**config.mk**
```make
export PLATFORM = sky130hd
export DESIGN_NAME = timer_capture_compare_regs
export DESIGN_NICKNAME = d
export VERILOG_FILES = /design/src/timer_cc_pkg.sv /design/src/timer_capture_compare_regs.sv
export SDC_FILE = /design/constraint.sdc
export NUM_CORES = 1
export LEC_CHECK = 0
export ABC_AREA = 1
export BUFFER_PORTS_ARGS = -buffer_cell sky130_fd_sc_hd__buf_2
export CAP_MARGIN = 10
export CELL_PAD_IN_SITES_DETAIL_PLACEMENT = 0
export CELL_PAD_IN_SITES_GLOBAL_PLACEMENT = 1
export CORE_UTILIZATION = 42
export CTS_BUF_LIST = sky130_fd_sc_hd__clkbuf_2
export CTS_CLUSTER_DIAMETER = 120
export DETAILED_ROUTE_END_ITERATION = 12
export HOLD_SLACK_MARGIN = 0.12
export PLACE_DENSITY_LB_ADDON = 0.1
export SETUP_SLACK_MARGIN = 0.05
export SYNTH_ARGS = -nofsm -noshare
export SYNTH_HDL_FRONTEND = slang
export SYNTH_SLANG_ARGS = --single-unit
```
**constraint.sdc**
```tcl
create_clock -name clk -period 2.4 [get_ports clk]
set_input_delay 0.24 -clock clk [delete_from_list [all_inputs] [get_ports clk]]
set_output_delay 0.24 -clock clk [all_outputs]
set_load 0.01 [all_outputs]
```
**src/timer_cc_pkg.sv**
```systemverilog
// Purpose: Constants and state type for the capture/compare timer block
// Assumes: Byte-wide register port, one clock
// Notes:   Offsets are byte addresses on the register port

package timer_cc_pkg;

  // ----------------------------------------
  // Register offsets
  // ----------------------------------------
  localparam logic [7:0] MAIN_CTRL_OFS = 8'h20;
  localparam logic [7:0] COUNT_HI_OFS  = 8'h21;
  localparam logic [7:0] COUNT_LO_OFS  = 8'h22;
  localparam logic [7:0] WRAP_HI_OFS   = 8'h23;
  localparam logic [7:0] WRAP_LO_OFS   = 8'h24;
  localparam logic [7:0] CH0_CTRL_OFS  = 8'h25;
  localparam logic [7:0] CH0_HI_OFS    = 8'h26;
  localparam logic [7:0] CH0_LO_OFS    = 8'h27;
  localparam logic [7:0] CH1_CTRL_OFS  = 8'h28;
  localparam logic [7:0] CH1_HI_OFS    = 8'h29;
  localparam logic [7:0] CH1_LO_OFS    = 8'h2a;

  // ----------------------------------------
  // Main control fields
  // ----------------------------------------
  localparam int WRAP_FLAG_BIT = 7;
  localparam int WRAP_IE_BIT   = 6;
  localparam int HALT_BIT      = 5;
  localparam int CNT_RST_BIT   = 4;
  localparam int PS_LSB        = 0;

  // ----------------------------------------
  // Channel control/status fields
  // ----------------------------------------
  localparam int EV_FLAG_BIT   = 7;
  localparam int IRQ_EN_BIT    = 6;
  localparam int BUF_SEL_BIT   = 5;
  localparam int CC_SEL_BIT    = 4;
  localparam int ELS_HI_BIT    = 3;
  localparam int ELS_LO_BIT    = 2;
  localparam int OVF_TOG_BIT   = 1;
  localparam int FULL_DUTY_BIT = 0;

  // ----------------------------------------
  // Reset values and codes
  // ----------------------------------------
  localparam logic [15:0] WRAP_RST  = 16'hffff;
  localparam logic [15:0] COUNT_RST = 16'h0000;
  localparam logic        HALT_RST  = 1'b1;
  localparam logic [2:0]  PS_EXT    = 3'h7;
  localparam logic [1:0]  ELS_TOG   = 2'h1;
  localparam logic [1:0]  ELS_CLR   = 2'h2;
  localparam logic [1:0]  ELS_SET   = 2'h3;
  localparam logic [1:0]  PIN_RST   = 2'h3;

  typedef struct packed {
    logic [15:0]      cnt;
    logic [6:0]       pre;
    logic [15:0]      wrap;
    logic             wrap_lock;
    logic [7:0]       cnt_lat;
    logic             lat_v;
    logic             ovf_f;
    logic             ovf_arm;
    logic             ovf_ie;
    logic             halt;
    logic [2:0]       ps;
    logic             ext_prev;
    logic [1:0]       flag;
    logic [1:0]       arm;
    logic [1:0]       ie;
    logic [1:0]       msa;
    logic [1:0]       elsb;
    logic [1:0]       elsa;
    logic [1:0]       tog;
    logic [1:0]       maxb;
    logic [1:0]       max_eff;
    logic [1:0]       cap_lock;
    logic [1:0]       cmp_lock;
    logic [1:0]       pin_prev;
    logic [1:0]       pout;
    logic [1:0]       poe;
    logic [1:0]       irq;
    logic             ovf_irq;
    logic             msb;
    logic [1:0][15:0] val;
    logic             sel;
    logic             pend_v;
    logic             pend;
    logic [7:0]       rdata;
  } state_t;

endpackage

```
**src/timer_capture_compare_regs.sv**
```systemverilog
// Purpose: 16-bit timer with wrap limit and two capture/compare/PWM channels
// Assumes: Pins synchronous to clk; byte register port, read data next cycle
// Notes:   ce low freezes every flop, read data included
// Function
// - Reading count high latches count low until count low is read
// - Reset and the counter-reset bit both clear the counter
// - Counter reaching wrap limit sets wrap flag, restarts from zero next tick
// - Wrap-limit high write suppresses wrap flag until low byte written
// - Reset sets every wrap-limit bit
// - Channel flag sets on active edge in capture, on match in compare
// - Flag clears by read-while-set then write 0; new event voids clear
// - Channel interrupt request only while its enable bit is 1
// - Buffered select only on channel 0; disables channel 1 and its pin
// - Mode bit A picks compare or capture; with edge bits 00 presets level
// - Capture edge bits: 01 rising, 10 falling, 11 both
// - Compare edge bits: 01 toggle, 10 clear, 11 set; 00 flag only
// - Edge bits 00 detach the pin; reset clears them
// - Overflow toggle bit toggles pin at overflow in compare mode only
// - Overflow action wins over a coincident compare action
// - Full-duty bit with overflow toggle forces 100%, from next period
// - Channel pair holds captured count or compare value
// - Channel high read in capture blocks captures until low read
// - Channel high write in compare blocks matches until low written
// - Counter reset clears counter and prescaler, self-clears, reads 0
// - Halt bit stops the counter; reset sets it
// - Prescale codes 0..6 divide by 1..64; code 7 takes external clock
// - Buffered mode starts on channel 0 pair, governed by channel 0 control
//
// Decided for this implementation: the plain strobed port.

`timescale 1ns/10ps

module timer_capture_compare_regs (
  // Clock and reset
  input  wire logic       clk,
  input  wire logic       resetn,
  input  wire logic       ce,
  // Register port
  input  wire logic [7:0] addr,
  input  wire logic [7:0] wdata,
  input  wire logic       wr,
  input  wire logic       rd,
  output logic      [7:0] rdata,
  // Pins
  input  wire logic       ext_clk_in,
  input  wire logic [1:0] ch_pin_in,
  output logic      [1:0] ch_pin_out,
  output logic      [1:0] ch_pin_oe,
  // Interrupt requests
  output logic      [1:0] ch_irq,
  output logic            wrap_irq
);

  // ----------------------------------------
  // State and per-cycle terms
  // ----------------------------------------
  timer_cc_pkg::state_t q;
  timer_cc_pkg::state_t n;

  // Counter terms
  logic        tick;
  logic        run;
  logic        ovf;
  logic        trst;
  logic [15:0] inc;
  // Channel terms
  logic [15:0] cmpv;
  logic [1:0]  els;
  logic        act;
  logic        bufm;
  logic        capm;
  logic        cmpm;
  logic        hit;
  logic        match;
  logic        full;

  // ----------------------------------------
  // Helpers
  // ----------------------------------------
  // Low prescaler bits that must all be one for a divided tick
  function automatic logic [6:0] pmask(input logic [2:0] s);
    logic [7:0] m;
    m = (8'h01 << s) - 8'h01;
    pmask = m[6:0];
  endfunction

  // Per-channel offsets keep the channel loops uniform
  function automatic logic [7:0] ctl_ofs(input int i);
    ctl_ofs = (i == 1) ? timer_cc_pkg::CH1_CTRL_OFS : timer_cc_pkg::CH0_CTRL_OFS;
  endfunction

  function automatic logic [7:0] hi_ofs(input int i);
    hi_ofs = (i == 1) ? timer_cc_pkg::CH1_HI_OFS : timer_cc_pkg::CH0_HI_OFS;
  endfunction

  function automatic logic [7:0] lo_ofs(input int i);
    lo_ofs = (i == 1) ? timer_cc_pkg::CH1_LO_OFS : timer_cc_pkg::CH0_LO_OFS;
  endfunction

  // Mode decode used by bus and event logic alike
  function automatic logic is_cmp(input timer_cc_pkg::state_t s, input int i);
    is_cmp = s.msa[i] | ((i == 0) & s.msb);
  endfunction

  function automatic logic is_cap(input timer_cc_pkg::state_t s, input int i);
    is_cap = ~is_cmp(s, i) & (s.elsb[i] | s.elsa[i]);
  endfunction

  // Level a compare match leaves on the pin; toggle needs the present level
  function automatic logic match_level(input logic [1:0] e, input logic cur);
    if (e == timer_cc_pkg::ELS_TOG) begin
      match_level = ~cur;
    end else if (e == timer_cc_pkg::ELS_SET) begin
      match_level = 1'b1;
    end else begin
      match_level = 1'b0;
    end
  endfunction

  function automatic logic [7:0] ch_byte(input timer_cc_pkg::state_t s, input int i);
    ch_byte = 8'h00;
    ch_byte[timer_cc_pkg::EV_FLAG_BIT]   = s.flag[i];
    ch_byte[timer_cc_pkg::IRQ_EN_BIT]    = s.ie[i];
    ch_byte[timer_cc_pkg::BUF_SEL_BIT]   = (i == 0) & s.msb;
    ch_byte[timer_cc_pkg::CC_SEL_BIT]    = s.msa[i];
    ch_byte[timer_cc_pkg::ELS_HI_BIT]    = s.elsb[i];
    ch_byte[timer_cc_pkg::ELS_LO_BIT]    = s.elsa[i];
    ch_byte[timer_cc_pkg::OVF_TOG_BIT]   = s.tog[i];
    ch_byte[timer_cc_pkg::FULL_DUTY_BIT] = s.maxb[i];
  endfunction

  // ----------------------------------------
  // Next state
  // ----------------------------------------
  // Bus accesses come first and timer events after them, so an event
  // in the same cycle as a clearing write leaves its flag set
  always_comb begin
    n     = q;
    trst  = 1'b0;
    cmpv  = 16'h0000;
    els   = 2'h0;
    act   = 1'b0;
    bufm  = 1'b0;
    capm  = 1'b0;
    cmpm  = 1'b0;
    hit   = 1'b0;
    match = 1'b0;
    full  = 1'b0;
    n.rdata = 8'h00;

    // ----------------------------------------
    // Register reads
    // ----------------------------------------
    // Read data is zero unless a mapped register is read this cycle
    if (rd) begin
      if (addr == timer_cc_pkg::MAIN_CTRL_OFS) begin
        n.rdata[timer_cc_pkg::WRAP_FLAG_BIT] = q.ovf_f;
        n.rdata[timer_cc_pkg::WRAP_IE_BIT]   = q.ovf_ie;
        n.rdata[timer_cc_pkg::HALT_BIT]      = q.halt;
        n.rdata[timer_cc_pkg::PS_LSB+:3]     = q.ps;
        if (q.ovf_f) begin
          n.ovf_arm = 1'b1;
        end
      end else if (addr == timer_cc_pkg::COUNT_HI_OFS) begin
        n.rdata = q.cnt[15:8];
        if (!q.lat_v) begin
          n.cnt_lat = q.cnt[7:0];
          n.lat_v   = 1'b1;
        end
      end else if (addr == timer_cc_pkg::COUNT_LO_OFS) begin
        n.rdata = q.lat_v ? q.cnt_lat : q.cnt[7:0];
        n.lat_v = 1'b0;
      end else if (addr == timer_cc_pkg::WRAP_HI_OFS) begin
        n.rdata = q.wrap[15:8];
      end else if (addr == timer_cc_pkg::WRAP_LO_OFS) begin
        n.rdata = q.wrap[7:0];
      end
      for (int i = 0; i < 2; i++) begin
        if (addr == ctl_ofs(i)) begin
          if (i == 0 || !q.msb) begin
            n.rdata = ch_byte(q, i);
            if (q.flag[i]) begin
              n.arm[i] = 1'b1;
            end
          end
        end else if (addr == hi_ofs(i)) begin
          n.rdata = q.val[i][15:8];
          if (is_cap(q, i)) begin
            n.cap_lock[i] = 1'b1;
          end
        end else if (addr == lo_ofs(i)) begin
          n.rdata = q.val[i][7:0];
          n.cap_lock[i] = 1'b0;
        end
      end
    end

    // ----------------------------------------
    // Register writes
    // ----------------------------------------
    // Counter bytes are read-only; writes to them fall through
    if (wr) begin
      if (addr == timer_cc_pkg::MAIN_CTRL_OFS) begin
        if (!wdata[timer_cc_pkg::WRAP_FLAG_BIT] && q.ovf_arm) begin
          n.ovf_f = 1'b0;
        end
        n.ovf_arm = 1'b0;
        n.ovf_ie  = wdata[timer_cc_pkg::WRAP_IE_BIT];
        n.halt    = wdata[timer_cc_pkg::HALT_BIT];
        n.ps      = wdata[timer_cc_pkg::PS_LSB+:3];
        trst      = wdata[timer_cc_pkg::CNT_RST_BIT];
      end else if (addr == timer_cc_pkg::WRAP_HI_OFS) begin
        n.wrap[15:8] = wdata;
        // A half-written limit must not raise a false wrap flag
        n.wrap_lock  = 1'b1;
      end else if (addr == timer_cc_pkg::WRAP_LO_OFS) begin
        n.wrap[7:0] = wdata;
        n.wrap_lock = 1'b0;
      end
      for (int i = 0; i < 2; i++) begin
        if (addr == ctl_ofs(i)) begin
          // Channel 1 control is dead while the pair is linked
          if (i == 0 || !q.msb) begin
            if (!wdata[timer_cc_pkg::EV_FLAG_BIT] && q.arm[i]) begin
              n.flag[i] = 1'b0;
            end
            n.arm[i]  = 1'b0;
            n.ie[i]   = wdata[timer_cc_pkg::IRQ_EN_BIT];
            n.msa[i]  = wdata[timer_cc_pkg::CC_SEL_BIT];
            n.elsb[i] = wdata[timer_cc_pkg::ELS_HI_BIT];
            n.elsa[i] = wdata[timer_cc_pkg::ELS_LO_BIT];
            n.tog[i]  = wdata[timer_cc_pkg::OVF_TOG_BIT];
            n.maxb[i] = wdata[timer_cc_pkg::FULL_DUTY_BIT];
            if (i == 0) begin
              n.msb = wdata[timer_cc_pkg::BUF_SEL_BIT];
            end
          end
        end else if (addr == hi_ofs(i)) begin
          n.val[i][15:8] = wdata;
          if (is_cmp(q, i)) begin
            n.cmp_lock[i] = 1'b1;
          end
        end else if (addr == lo_ofs(i)) begin
          n.val[i][7:0] = wdata;
          n.cmp_lock[i] = 1'b0;
          if (q.msb) begin
            n.pend_v = 1'b1;
            n.pend   = (i == 1);
          end
        end
      end
    end

    // ----------------------------------------
    // Prescaler and counter
    // ----------------------------------------
    // Prescaler free-runs, so a new divide takes effect within one period
    n.ext_prev = ext_clk_in;
    n.pre      = q.pre + 7'h01;
    if (q.ps == timer_cc_pkg::PS_EXT) begin
      tick = ext_clk_in & ~q.ext_prev;
    end else begin
      tick = (q.pre & pmask(q.ps)) == pmask(q.ps);
    end
    run = tick & ~q.halt;
    // Wrap and compare both look at the next count, so events land with it
    inc = (q.cnt == q.wrap) ? timer_cc_pkg::COUNT_RST : q.cnt + 16'h0001;
    ovf = run & (inc == q.wrap);
    if (run) begin
      n.cnt = inc;
    end
    if (trst) begin
      n.cnt = timer_cc_pkg::COUNT_RST;
      n.pre = 7'h00;
    end

    // ----------------------------------------
    // Wrap flag
    // ----------------------------------------
    if (ovf && !q.wrap_lock) begin
      n.ovf_f   = 1'b1;
      n.ovf_arm = 1'b0;
    end
    n.ovf_irq = n.ovf_f & n.ovf_ie;

    // ----------------------------------------
    // Buffered pair select
    // ----------------------------------------
    // Pair switch only at a period edge so a half-written pair never drives
    if (!q.msb) begin
      n.sel    = 1'b0;
      n.pend_v = 1'b0;
    end else if (ovf && q.pend_v) begin
      n.sel    = q.pend;
      n.pend_v = 1'b0;
    end

    // ----------------------------------------
    // Channels
    // ----------------------------------------
    for (int i = 0; i < 2; i++) begin
      act  = (i == 0) | ~q.msb;
      bufm = (i == 0) & q.msb;
      els  = {q.elsb[i], q.elsa[i]};
      capm = act & is_cap(q, i);
      cmpm = act & is_cmp(q, i);
      cmpv = bufm ? q.val[q.sel] : q.val[i];
      // Edge detect against last cycle's sample, one cycle of latency
      n.pin_prev[i] = ch_pin_in[i];
      hit = ((els[0] & ch_pin_in[i] & ~q.pin_prev[i]) |
             (els[1] & ~ch_pin_in[i] & q.pin_prev[i]));
      match = cmpm & run & (inc == cmpv) & ~q.cmp_lock[i];
      full  = q.max_eff[i] & q.tog[i];
      // A set here overrides any clear made by the bus above
      if (capm && hit && !q.cap_lock[i]) begin
        n.val[i]  = q.cnt;
        n.flag[i] = 1'b1;
        n.arm[i]  = 1'b0;
      end
      if (match) begin
        n.flag[i] = 1'b1;
        n.arm[i]  = 1'b0;
      end
      if (ovf) begin
        n.max_eff[i] = q.maxb[i];
      end
      // Overflow actions are tested first so they win over a match
      n.poe[i] = cmpm & (els != 2'h0);
      if (els == 2'h0) begin
        n.pout[i] = ~q.msa[i];
      end else if (cmpm) begin
        if (ovf && full) begin
          n.pout[i] = (els == timer_cc_pkg::ELS_CLR);
        end else if (ovf && q.tog[i]) begin
          n.pout[i] = ~q.pout[i];
        end else if (match && !full) begin
          n.pout[i] = match_level(els, q.pout[i]);
        end
      end
      // Request is registered with the flag, so both change on one edge
      n.irq[i] = n.flag[i] & n.ie[i] & act;
    end
  end

  // ----------------------------------------
  // State register
  // ----------------------------------------
  always_ff @(posedge clk or negedge resetn) begin
    if (!resetn) begin
      q      <= '0;
      q.wrap <= timer_cc_pkg::WRAP_RST;
      q.halt <= timer_cc_pkg::HALT_RST;
      // Detached pins show the preset-high level out of reset
      q.pout <= timer_cc_pkg::PIN_RST;
    end else if (ce) begin
      q <= n;
    end
  end

  // ----------------------------------------
  // Outputs
  // ----------------------------------------
  // Every output is a flop; no logic stands after q
  assign rdata      = q.rdata;
  assign ch_pin_out = q.pout;
  assign ch_pin_oe  = q.poe;
  assign ch_irq     = q.irq;
  assign wrap_irq   = q.ovf_irq;

endmodule

```
After elaboration in Yosys (flattened, before gate mapping)
Cells that the tools add are included.

Add/sub/neg operators: 3. Magnitude comparators: 1. Eq/ne operators: 33. Shift operators: 1. Muxes and demuxes: 123. Bitwise logic cells: 54. Reductions and logical operators: 63.

Operators by type and width (count): $mux W16 (10); $mux W8 (19); $eq A8 B6 Y1 const B (11); $mux W1 (74); $eq A16 B16 Y1 (4); $reduce_and A5 Y1 (8); $mux W32 (1); $reduce_bool A2 Y1 (15); $and A1 B1 Y1 (29); $mux W2 (14); $reduce_and A4 Y1 (6); $mux W23 (1); $not A1 Y1 (19); $add A16 B1 Y16 const B (1); $ne A2 B1 Y1 const B (8); $logic_and A1 B1 Y1 (15); $mux W7 (2); $reduce_and A3 Y1 (4); $reduce_and A2 Y1 (5); $eq A2 B2 Y1 const B (4); $reduce_bool A4 Y1 (2); $add A7 B1 Y7 const B (1); $and A7 B7 Y7 (1); $eq A7 B7 Y1 (1); other kinds (11) (23).

Flip-flop bits (word level): 132. Input bits: 24. Logic and storage cells: 324.

Logic depth before layout (Yosys ltp)
Gate-level depths: netlist of run 1.

Depth after elaboration: 15. Mapped depth: 24. Gate-level depth less buffers: 22.

Least setup slack after synthesis of run 1
OpenSTA, ideal clock, no wires.

Path kind: register to register. From: register q[77] (netlist name). To: register q[57] (netlist name). Arrival: 2.465 ns. Data required time: 2.272 ns. Setup slack: -0.192 ns. Cell stages (with the launch flop): 16. Path buffers: 1. Clock period less this slack: 2.592 ns. Path through: dfrtp_1 -> clkbuf_1 -> nor2_1 -> nand2_1 -> ha_1 -> nor2_1 -> nor2_1 -> nand3_1 -> a21oi_1 -> nand2_1 -> a21boi_2 -> inv_1 -> nor3_1 -> nand3_1 -> nor2_2 -> mux2_1.

Cells in the longest elaborated chain, start to end: 8. Elaborated cells between the ends (all ways): 9.

RTL lines: start, declared (RTL line timer_capture_compare_regs.sv:57) `timer_cc_pkg::state_t q;`; start signal, assigned (RTL line timer_capture_compare_regs.sv:356) `q <= n;`; $shl A1 B3 Y7 (RTL line timer_capture_compare_regs.sv:83) `m = (8'h01 << s) - 8'h01;`; $sub A7 B1 Y7 (RTL line timer_capture_compare_regs.sv:83); $and A7 B7 Y7 (RTL line timer_capture_compare_regs.sv:263) `tick = (q.pre & pmask(q.ps)) == pmask(q.ps);`; $eq A7 B7 Y1 (RTL line timer_capture_compare_regs.sv:263); $mux W1 (*) (RTL line timer_capture_compare_regs.sv:260) `if (q.ps == timer_cc_pkg::PS_EXT) begin`; $and A1 B1 Y1 (*) (RTL line timer_capture_compare_regs.sv:265) `run = tick & ~q.halt;`; $and A1 B1 Y1 (*) (RTL line timer_capture_compare_regs.sv:268) `ovf = run & (inc == q.wrap);`; $reduce_and A2 Y1 (no source line) (*).

Mark *: on every way between the ends. The rest lies on a longest branch, timed or not. A chain may end at the register's enable or synchronous reset.

Worst setup path in the final report of run 1
From: register q[106] (netlist name). To: register q (netlist bit ch_pin_out[1]).

Cells in the longest elaborated chain, start to end: 9. Elaborated cells between the ends (all ways): 16.

RTL lines: $eq A16 B16 Y1 (RTL line timer_capture_compare_regs.sv:267) `inc = (q.cnt == q.wrap) ? timer_cc_pkg::COUNT_RST : q.cnt + 16'h0001;`; $mux W16 (RTL line timer_capture_compare_regs.sv:267); $eq A16 B16 Y1 (RTL line timer_capture_compare_regs.sv:268); $and A1 B1 Y1 (RTL line timer_capture_compare_regs.sv:268); $logic_and A1 B1 Y1 (RTL line timer_capture_compare_regs.sv:334) `end else if (ovf && q.tog[i]) begin`; $mux W1 (RTL line timer_capture_compare_regs.sv:334); $mux W1 (RTL line timer_capture_compare_regs.sv:332) `if (ovf && full) begin`; $mux W1 (RTL line timer_capture_compare_regs.sv:331) `end else if (cmpm) begin`; $mux W1 (RTL line timer_capture_compare_regs.sv:329) `if (els == 2'h0) begin`.

Parallel ways exist; a longest one is shown, timed or not. The select of a mux whose other input is x is not followed.

==> metrics, run 1 <==
WL met3 2880 um; Final Setup Violations 29; Rel. slew slack 0.572; reg2reg start q[106]$_DFFE_PN1P_; Crit path buffers/inverters 5; distinct cell type count after synthesis 47; Post-route DRC 0; total iterations of the first detailed-routing run 6; DR WL/cell 19.8 um; chip width 145 um; Top FF cell, synth dfrtp_1; Final nets 1,545; Final WS setup -0.296 ns; status complete, but fails checks; Fill cells 1,949; Placer Congestion 0.994; clock sink count 132; DIE HEIGHT 145 um; post-place instance area 10,500 um2; Syn Inst Count 1,267; failing checks setup timing; Clock transition at path regs 0.26 ns; sequential share of the synthesized area 0.386; Clock Tree Buf Depth 2; initial DRC count 990; ys async rst share 1.00; Data required, critical path 3.09 ns; Overflow after GRT 0; met1 wire length 15,800 um; Tmin final 2.70 ns; Critical Path End Type flop; synth-to-layout area growth 35.8%; hold slack 0.206 ns; Hold EP q[81]$_DFFE_PN0P_; FF+latch count, synth 132; max layer used met4; root buf cell clkbuf_2; vias in the first global route 8,911; met2 routed WL 15,700 um; Worst VDD drop 0.000468 V; worst-margin pin slew 0.639 ns; CTS Buf Count 17; IO Count 39; Static Leakage 0.00574 uW; Starting Density 0.427; worst r2r dst ch_pin_out[1]$_DFFE_PN1P_; DP Cell Count 1,717; Vias/cell 5.35; Post-Route WL 35,800 um; WHS Path Cells 10; share of cells above drive strength 1 0.286; final hold violation count 0; f_max 0.371 GHz; fin cells 1,802; Clock Latency Late Sink 0.76 ns; Worst Reg-to-Reg Cells 23; part of the cycle the worst path needs 1.12; Slew Limit Fails 0; crit path DAT 3.39 ns; Final ANT Viol Nets 0; Cell Chain, Critical Path inv_2 > nand2_1 > nand2_1 > nor2_1 > nand2_1 > nor2_4 > nand2_4 > buf_12 > buf_8 > nand3_2 > nand2_2 > inv_2 > nand2_2 > nor2_2 > nand3_2 > nor2_4 > buf_4 > nand3_1 > nand2_1 > nand2_1 > nand2_1 > nand2_1 > nand2_1; CTS tree built; GRT Util Overall 0.344; design area 11,700 um2; Max stage delay on crit path 0.63 ns; most used cell, CP nand2_1; Placeable Area 20,200 um2; syn avg cell area 6.80 um2; Synth Net Count 1,294; Post-synth EDFFs 0; initial antenna violation count 1; PwrDens 738 nW/um2; worst hold path class input pin to flop; synthesized area 8620 um2; H-Tree Depth 4; DP HPWL 27,300 um; Synth Warn # 0; Setup crit start kind flop; global-route wire length before repair 53,800 um; crit path kind flop to flop; skew final 0.0493 ns; RSZ-0062 raised after global routing yes; largest net degree at the start of global routing 39; DR vias 9,639; PortBufs 38; DP Worst Slack -0.408 ns; R2R setup slack -0.30 ns; # rows 52; max cap viols 0; CP top delay family simple AND/OR/NAND/NOR gates; critical path fanouts, max 7; hold path start addr[4]; Critical path origin q[106]$_DFFE_PN1P_; Die Footprint 21,100 um2; Worst path slowest cell dfstp_2
layout by cell type (no fill, tap or decap), drive strengths merged, types with 3 or more instances in the layout:
| master | n |
|---|---|
| clkinv | 6 |
| nand4 | 19 |
| o21ai | 171 |
| nand3b | 3 |
| a221oi | 9 |
| nor2 | 108 |
| buf | 253 |
| a22o | 5 |
| o31ai | 4 |
| o211ai | 5 |
| dlygate4sd3 | 27 |
| inv | 182 |
| nor3 | 10 |
| a31oi | 4 |
| dfstp | 19 |
| o22ai | 28 |
| xor2 | 18 |
| nand2 | 378 |
| dfrtp | 113 |
| a21oi | 21 |
| clkbuf | 22 |
| nand3 | 92 |
| o2111ai | 7 |
| ha | 3 |
| bufinv | 3 |
| a21boi | 4 |
state kept, by name, summed over array words and instances (netlist names):
signal      cells
rdata           8
els             2
q              99
cmpv           16
wrap_irq        1
ch_pin_oe       2
ch_pin_out      2
ch_irq          2
Yosys cell counts, types with 3 or more instances:
| cell type | n | area, um2 |
|---|---|---|
| a21oi_1 | 21 | 105 |
| a221oi_1 | 9 | 78.8 |
| a22o_1 | 5 | 43.8 |
| a31oi_1 | 4 | 25.0 |
| buf_2 | 4 | 20.0 |
| buf_4 | 15 | 113 |
| buf_6 | 4 | 45.0 |
| clkbuf_1 | 26 | 97.6 |
| dfrtp_1 | 113 | 2830 |
| dfstp_2 | 19 | 499 |
| ha_1 | 3 | 37.5 |
| inv_1 | 166 | 623 |
| inv_2 | 14 | 52.6 |
| nand2_1 | 373 | 1400 |
| nand2_2 | 5 | 31.3 |
| nand3_1 | 86 | 430 |
| nand3_2 | 6 | 60.1 |
| nand3b_1 | 3 | 22.5 |
| nand4_1 | 19 | 119 |
| nor2_1 | 100 | 375 |
| nor2_2 | 5 | 31.3 |
| nor2_4 | 3 | 33.8 |
| nor3_1 | 10 | 50.1 |
| o2111ai_1 | 7 | 61.3 |
| o211ai_1 | 5 | 37.5 |
| o21ai_0 | 169 | 846 |
| o22ai_1 | 28 | 175 |
| o31ai_1 | 4 | 30.0 |
| xor2_1 | 17 | 149 |
repair_timing:
action	4_1_cts	5_1_grt
buffers inserted	5	16
cloned	0	4
hold buffers	28	0
gates resized for setup	59	71
hold endpoints to repair	221	0
endpoints found under the setup margin	31	31
pin swaps	12	49
kinds of logic (layout without fill, tap and decap cells):
| family | Yosys count | count (layout) | synth area share |
|---|---|---|---|
| AND/OR/NAND/NOR | 612 | 612 | 0.298 |
| AO/OA/AOI/OAI | 267 | 267 | 0.177 |
| buffers and inverters | 231 | 495 | 0.111 |
| flip-flops | 132 | 132 | 0.386 |
| XOR/XNOR | 20 | 20 | 0.0212 |
| adder cells (fa/ha/maj) | 3 | 3 | 0.00436 |
| multiplexers | 2 | 2 | 0.00247 |
| other | 0 | 1 | 0 |
through the flow:
step	power (uW)	util	TNS [ns]
5_1_grt	9110	0.580	-7.95
3_5_place_dp	6280	0.518	-5.26
6_report	8640	0.580	-3.35
2_1_floorplan	4490	-	0
4_1_cts	8080	0.559	-2.47
3_3_place_gp	6280	0.518	-4.76
where the power goes:
group	internal [uW]	total [uW]	switching [uW]
Clock	588	1550	960
Combinational	1890	4340	2450
Sequential	2500	2750	256
layer usage:
metal  GRT usage  vias to the layer above
met4       0.126                        0
met1       0.480                     4506
met5           0                        -
met2       0.526                      422
met3      0.0664                       71
li1            -                     4640
worst register-to-register path: stages, from the launching register on:
cell     delay (ns)
dfstp_2        0.63
inv_2          0.04
nand2_1        0.05
nand2_1        0.04
nor2_1         0.11
nand2_1        0.10
nor2_4         0.11
nand2_4        0.10
buf_12         0.17
buf_8          0.13
nand3_2        0.06
nand2_2        0.07
inv_2          0.07
nand2_2        0.05
nor2_2         0.11
nand3_2        0.09
nor2_4         0.20
buf_4          0.14
nand3_1        0.05
nand2_1        0.07
nand2_1        0.05
nand2_1        0.06
nand2_1        0.05
nand2_1        0.05
layout make-up:
| type | count | area (um2) | area share |
|---|---|---|---|
| Inverter | 180 | 681 | 0.0581 |
| Clock buffer | 19 | 95.1 | 0.00812 |
| Clock inverter | 13 | 158 | 0.0135 |
| Timing Repair Buffer | 283 | 2340 | 0.200 |
| Sequential cell | 132 | 3330 | 0.284 |
| Antenna cell | 1 | 2.50 | 0.000214 |
| Multi-Input combinational cell | 904 | 4770 | 0.407 |
| Tap cell | 270 | 338 | 0.0289 |
worst max path at each step:
stage                                endpoint  slack (ns)  cells after the start
CTS                 ch_pin_out[0]$_DFFE_PN1P_       -0.26                     22
global placement    ch_pin_out[0]$_DFFE_PN1P_       -0.39                     22
floorplan                   q[57]$_DFFE_PN0P_       0.006                     15
global route        ch_pin_out[1]$_DFFE_PN1P_       -0.47                     22
detailed placement  ch_pin_out[0]$_DFFE_PN1P_       -0.41                     22
finish              ch_pin_out[1]$_DFFE_PN1P_       -0.30                     23
No activity file was read; power rests on OpenSTA's default activity.
==> run 2, diff against run 1 <==
CORE_UTILIZATION = 47   (was 42)
clock period = 2.6 ns   (was 2.4 ns; I/O delays follow)
==> metrics, run 2 (synthesized netlist as in run 1, its figures left out) <==
initial antenna violation count 2; clock sink count 132; worst hold path class input pin to flop; DR WL/cell 20.1 um; PwrDens 685 nW/um2; # rows 49; CP top delay family simple AND/OR/NAND/NOR gates; Static Leakage 0.00547 uW; Max stage delay on crit path 0.61 ns; IO Count 39; Final Setup Violations 15; Psw 3290 uW; total iterations of the first detailed-routing run 6; chip width 137 um; H-Tree Depth 4; DR vias 9,552; part of the cycle the worst path needs 1.06; Data required, critical path 3.30 ns; Placer Congestion 0.955; Post-route DRC 0; status complete, but fails checks; Final ANT Viol Nets 0; f_max 0.364 GHz; Clock Tree Buf Depth 2; DP HPWL 25,900 um; reg2reg start q[106]$_DFFE_PN1P_; Placeable Area 18,000 um2; synth-to-layout area growth 30.1%; vias in the first global route 8,557; Post-Route WL 34,400 um; most frequent cells in the layout nand2_1, o21ai_0, inv_1; DP Worst Slack -0.0721 ns; most common cell after layout, fill and taps aside nand2_1; Rel. slew slack 0.527; critical path fanouts, max 6; DIE HEIGHT 137 um; Largest register FFs 99; initial DRC count 1,134; global-route wire length before repair 50,700 um; Internal 4390 uW; final hold violation count 0; RSZ-0062 raised after global routing yes; Combinational Power Share 0.479; failing checks setup timing; max cap viols 0; Worst path slowest cell dfstp_2; Die Footprint 18,900 um2; Crit path buffers/inverters 4; Sw Share 0.428; clock power share 0.192; most used cell, CP nand2_1; worst-margin pin slew 0.705 ns; crit path kind flop to flop; largest net degree at the start of global routing 50; crit path DAT 3.45 ns; CTS tree built; hold path start addr[1]; Clock Latency Late Sink 0.76 ns; Vias/cell 5.59; Worst VDD drop 0.000528 V; Tmin final 2.75 ns; Setup crit start kind flop; Starting Density 0.480; root buf cell clkbuf_2; PortBufs 38; Overflow after GRT 0; Final nets 1,494; Power Total 7680 uW; Critical Path End Type flop; Final WS setup -0.146 ns; Clock transition at path regs 0.25 ns; Seq pwr share 0.329; share of cells above drive strength 1 0.249; Top reg by flops q; GRT Util Overall 0.373; Cell Chain, Critical Path inv_2 > nand2_1 > nand2_1 > nor2_1 > nand2_1 > nor2_2 > nand2_4 > clkbuf_16 > nand2_4 > buf_6 > nand2_2 > nand2_1 > nand2_1 > nor2_1 > nand2_1 > nor2_2 > buf_6 > nand3_2 > nand2_2 > nand2_2 > a21oi_2 > nand2_1 > nand2_1; Critical path origin q[106]$_DFFE_PN1P_; Slew Limit Fails 0; skew final 0.0371 ns; CTS Buf Count 17
==> run 2: cell types whose count changed in the layout (fill, tap and decap cells not counted), moves of 3 or more <==
cell | previous run | this run
buf_4 | 193 | 138
o22ai_1 | 12 | 27
o22ai_2 | 15 | 1
nand2_1 | 342 | 347
nand2_2 | 29 | 24
nand3_1 | 77 | 72
nand3_2 | 14 | 19
dlygate4sd3_1 | 27 | 30
==> run 2: metal layers <==
metal	track usage	up-vias	part of all wire
met5	0	-	0
met4	0.139	0	0.040
met3	0.0670	91	0.082
met2	0.568	453	0.44
met1	0.525	4477	0.44
li1	-	4531	-
==> run 2: repair_timing <==
item,in CTS,in global routing
gates cloned,0,6
pin swaps,5,43
hold buffers,31,0
gates resized for setup,33,77
endpoints found under the hold margin,218,0
setup endpoints to repair,29,28
setup buffers,10,6
==> run 2: final timing paths <==
path	end	slack, ns	cells after the start
min in group asynchronous	ch_pin_out[0]$_DFFE_PN1P_	0.58	3
max	ch_pin_out[1]$_DFFE_PN1P_	-0.15	23
min	q[81]$_DFFE_PN0P_	0.16	10
max in group asynchronous	q[94]$_DFFE_PN1P_	1.55	4
max reg2reg	ch_pin_out[1]$_DFFE_PN1P_	-0.15	23
min reg2reg	rdata[6]$_DFFE_PN0P_	0.50	2
==> run 2: worst min-delay path, cell delays in order <==
cell and delay [ns]:
buf_2 0.10, nor2_1 0.04, inv_1 0.07, nor2_1 0.06, inv_1 0.11, nor2_2 0.06
nand3_1 0.06, a21oi_1 0.05, nand3_1 0.06, o21ai_1 0.06
==> run 2: layout make-up <==
type | instances | area, um2
Sequential cell | 132 | 3330
Antenna cell | 1 | 2.50
Multi-Input combinational cell | 904 | 4650
Clock inverter | 13 | 170
Fill cell | 1753 | 6760
Inverter | 180 | 676
Timing Repair Buffer | 232 | 1990
Tap cell | 229 | 287
Clock buffer | 19 | 95.1
==> run 2: power groups by stage <==
stage               clock network (uW)  logic (uW)  registers, uW
finish                            1480        3680           2530
global route                      1570        3970           2550
CTS                               1490        3220           2510
detailed placement                   0        3040           2540
global placement                     0        3030           2540
floorplan                            0        1620           2510
==> run 2: metrics by stage <==
stage / hold WS (ns) / utilization / cells / setup TNS (ns) / cell area (um2)
floorplan: -0.0356 / - / 1267 / 0 / 8620
global placement: 0.167 / 0.556 / 1624 / -0.401 / 9980
detailed placement: 0.168 / 0.556 / 1624 / -0.393 / 9980
CTS: 0.158 / 0.599 / 1697 / -0.0951 / 10800
global route: 0.170 / 0.624 / 1710 / -2.95 / 11200
finish: 0.164 / 0.624 / 1710 / -1.09 / 11200
==> run 3, diff against run 2 <==
ABC_AREA = not set   (was 1)
CORE_UTILIZATION = 50   (was 47)
==> metrics, run 3 <==
clock sink count 132; post-synth top area share 0.308; Worst VDD drop 0.000499 V; Power Total 7230 uW; most frequent cells in the layout buf_4, dfrtp_1, nand2_1; Post-synth EDFFs 0; post-place instance area 11,100 um2; chip width 138 um; PortBufs 38; Top FF cell, synth dfrtp_1; worst r2r dst ch_pin_out[1]$_DFFE_PN1P_; Clock transition at path regs 0.21 ns; total iterations of the first detailed-routing run 6; sequential share of the synthesized area 0.362; hold slack 0.302 ns; Placer Congestion 1.03; part of the cycle the worst path needs 1.20; CTS tree built; Worst Reg-to-Reg Cells 11; Final Setup Violations 31; CTS Buf Count 17; crit path kind flop to flop; fin cells 1,537; share of cells above drive strength 1 0.376; ys async rst share 1.00; synthesized area 9190 um2; distinct cell type count after synthesis 76; multi-input logic area 6040 um2; design area 12,500 um2; Top reg by flops q; Post-Route WL 38,500 um; max cap viols 0; DR WL/cell 25.0 um; list of most frequent post-synthesis cells dfrtp_1, nand2_1, nor2_1; Reg area 3330 um2; PwrDens 580 nW/um2; failing checks setup timing; most frequent cell after synthesis dfrtp_1; syn avg cell area 8.66 um2; Slew Limit Fails 0; # rows 49; Rel. slew slack 0.326; Placeable Area 18,000 um2; Critical Path End Type flop; reg2reg start q[116]$_DFFE_PN0P_; vias in the first global route 9,014; root buf cell clkbuf_2; R2R setup slack -0.52 ns; synth-to-layout area growth 35.5%; skew final 0.0290 ns; GRT Util Overall 0.417; hold path start addr[6]; Fill cells 1,494; Die Footprint 18,900 um2; critical path fanouts, max 5; Post-route DRC 0; Overflow after GRT 0; Final WS setup -0.516 ns; DR vias 9,813; Synth Warn # 0; Tmin final 3.12 ns; H-Tree Depth 4; Vias/cell 6.38; Starting Density 0.512; status complete, but fails checks; DP Cell Count 1,458; FF+latch count, synth 132; cell taking the most area after synthesis dfrtp_1; most common cell after layout, fill and taps aside buf_4; final hold violation count 0; Final nets 1,322; Clock Tree Buf Depth 2; largest net degree at the start of global routing 55; worst hold path class input pin to flop; RSZ-0062 raised after global routing yes; DIE HEIGHT 138 um; global-route wire length before repair 55,800 um; Setup crit start kind flop; WHS Path Cells 8; DP Worst Slack -0.490 ns; Data required, critical path 3.26 ns; f_max 0.321 GHz; Final ANT Viol Nets 0; Static Leakage 0.00562 uW; Synth area leaders dfrtp_1, mux2_2, dfstp_2; DP HPWL 28,200 um; worst-margin pin slew 1.00 ns; Largest register FFs 99; IO Count 39; crit path DAT 3.77 ns; Clock Latency Late Sink 0.72 ns; Syn Inst Count 1,061; initial DRC count 1,015; initial antenna violation count 3; Hold EP rdata[5]$_DFFE_PN0P_; Synth Net Count 1,088
run 3: cell types whose count changed in the layout (fill, tap and decap cells not counted), sizes merged, moves of 20 or more:
cell,delta
a21oi,+56
buf,+77
inv,-160
mux2,+52
mux2i,+28
nand2,-285
nand3,-57
nor2b,+25
o21ai,-80
o22ai,-20
xnor2,+23
run 3: worst max-delay path by stage:
stage / end / from / slack (ns) / cells after the start
floorplan: ch_pin_out[0]$_DFFE_PN1P_ / q[77]$_DFFE_PN0P_ / -0.22 / 12
global placement: ch_pin_out[0]$_DFFE_PN1P_ / q[116]$_DFFE_PN0P_ / -0.42 / 13
detailed placement: ch_pin_out[0]$_DFFE_PN1P_ / q[118]$_DFFE_PN0P_ / -0.49 / 12
CTS: ch_pin_out[1]$_DFFE_PN1P_ / q[116]$_DFFE_PN0P_ / -0.43 / 12
global route: ch_pin_out[1]$_DFFE_PN1P_ / q[77]$_DFFE_PN0P_ / -0.64 / 14
finish: ch_pin_out[1]$_DFFE_PN1P_ / q[116]$_DFFE_PN0P_ / -0.52 / 11
run 3: final cells by class:
type                    instances  area share
diodes                          1    0.000201
clock buffers                  18     0.00723
clock inverters                13      0.0167
inverters                      24     0.00723
multi-input cells             820       0.485
flip-flops and latches        132       0.268
well taps                     229      0.0230
repair buffers                300       0.193
run 3: logic make-up (layout without fill, tap and decap cells):
| group | Yosys count | count (layout) | share of synthesized area |
|---|---|---|---|
| buf+inv | 112 | 355 | 0.0570 |
| xor+xnor | 55 | 55 | 0.0592 |
| simple gates | 373 | 376 | 0.212 |
| other cells | 0 | 1 | 0 |
| compound gates | 303 | 303 | 0.209 |
| fa+ha+maj | 4 | 4 | 0.00517 |
| mux | 82 | 82 | 0.0965 |
| flops | 132 | 132 | 0.362 |
run 3: where the power goes:
part / total, uW / switching, uW / internal, uW / leakage [uW]
clock network: 1550 / 825 / 730 / 0.000174
logic: 3120 / 1710 / 1410 / 0.00373
registers: 2550 / 292 / 2260 / 0.00171
run 3: stage by stage:
step / util / setup TNS, ns
6_report: 0.693 / -8.37
5_1_grt: 0.693 / -11.69
4_1_cts: 0.676 / -6.89
3_5_place_dp: 0.620 / -8.30
3_3_place_gp: 0.620 / -6.73
2_1_floorplan: - / -1.30
run 3: repair_timing:
action,CTS,global route
gates resized for setup,96,43
endpoints found under the setup margin,31,31
hold buffers,27,0
hold endpoints to repair,211,0
gates cloned,5,0
pin swaps,33,25
buffers inserted,8,7
run 3: critical path: stages (launching register included):
cell and delay, ns:
dfrtp_2 0.46, ha_4 0.14, nand4_1 0.23, or4_4 0.56
and2_4 0.21, buf_6 0.12, o21ai_4 0.15, o2111ai_4 0.14
nor4b_2 0.37, a32oi_2 0.15, o21ai_1 0.16, mux2_1 0.34
run 3: routing by layer:
| layer | track usage | vias to the layer above | routed length [um] |
|---|---|---|---|
| met5 | 0 | - | 22 |
| met4 | 0.177 | 4 | 1780 |
| met3 | 0.121 | 130 | 3970 |
| met2 | 0.633 | 532 | 17100 |
| met1 | 0.550 | 4751 | 15600 |
| li1 | - | 4396 | - |
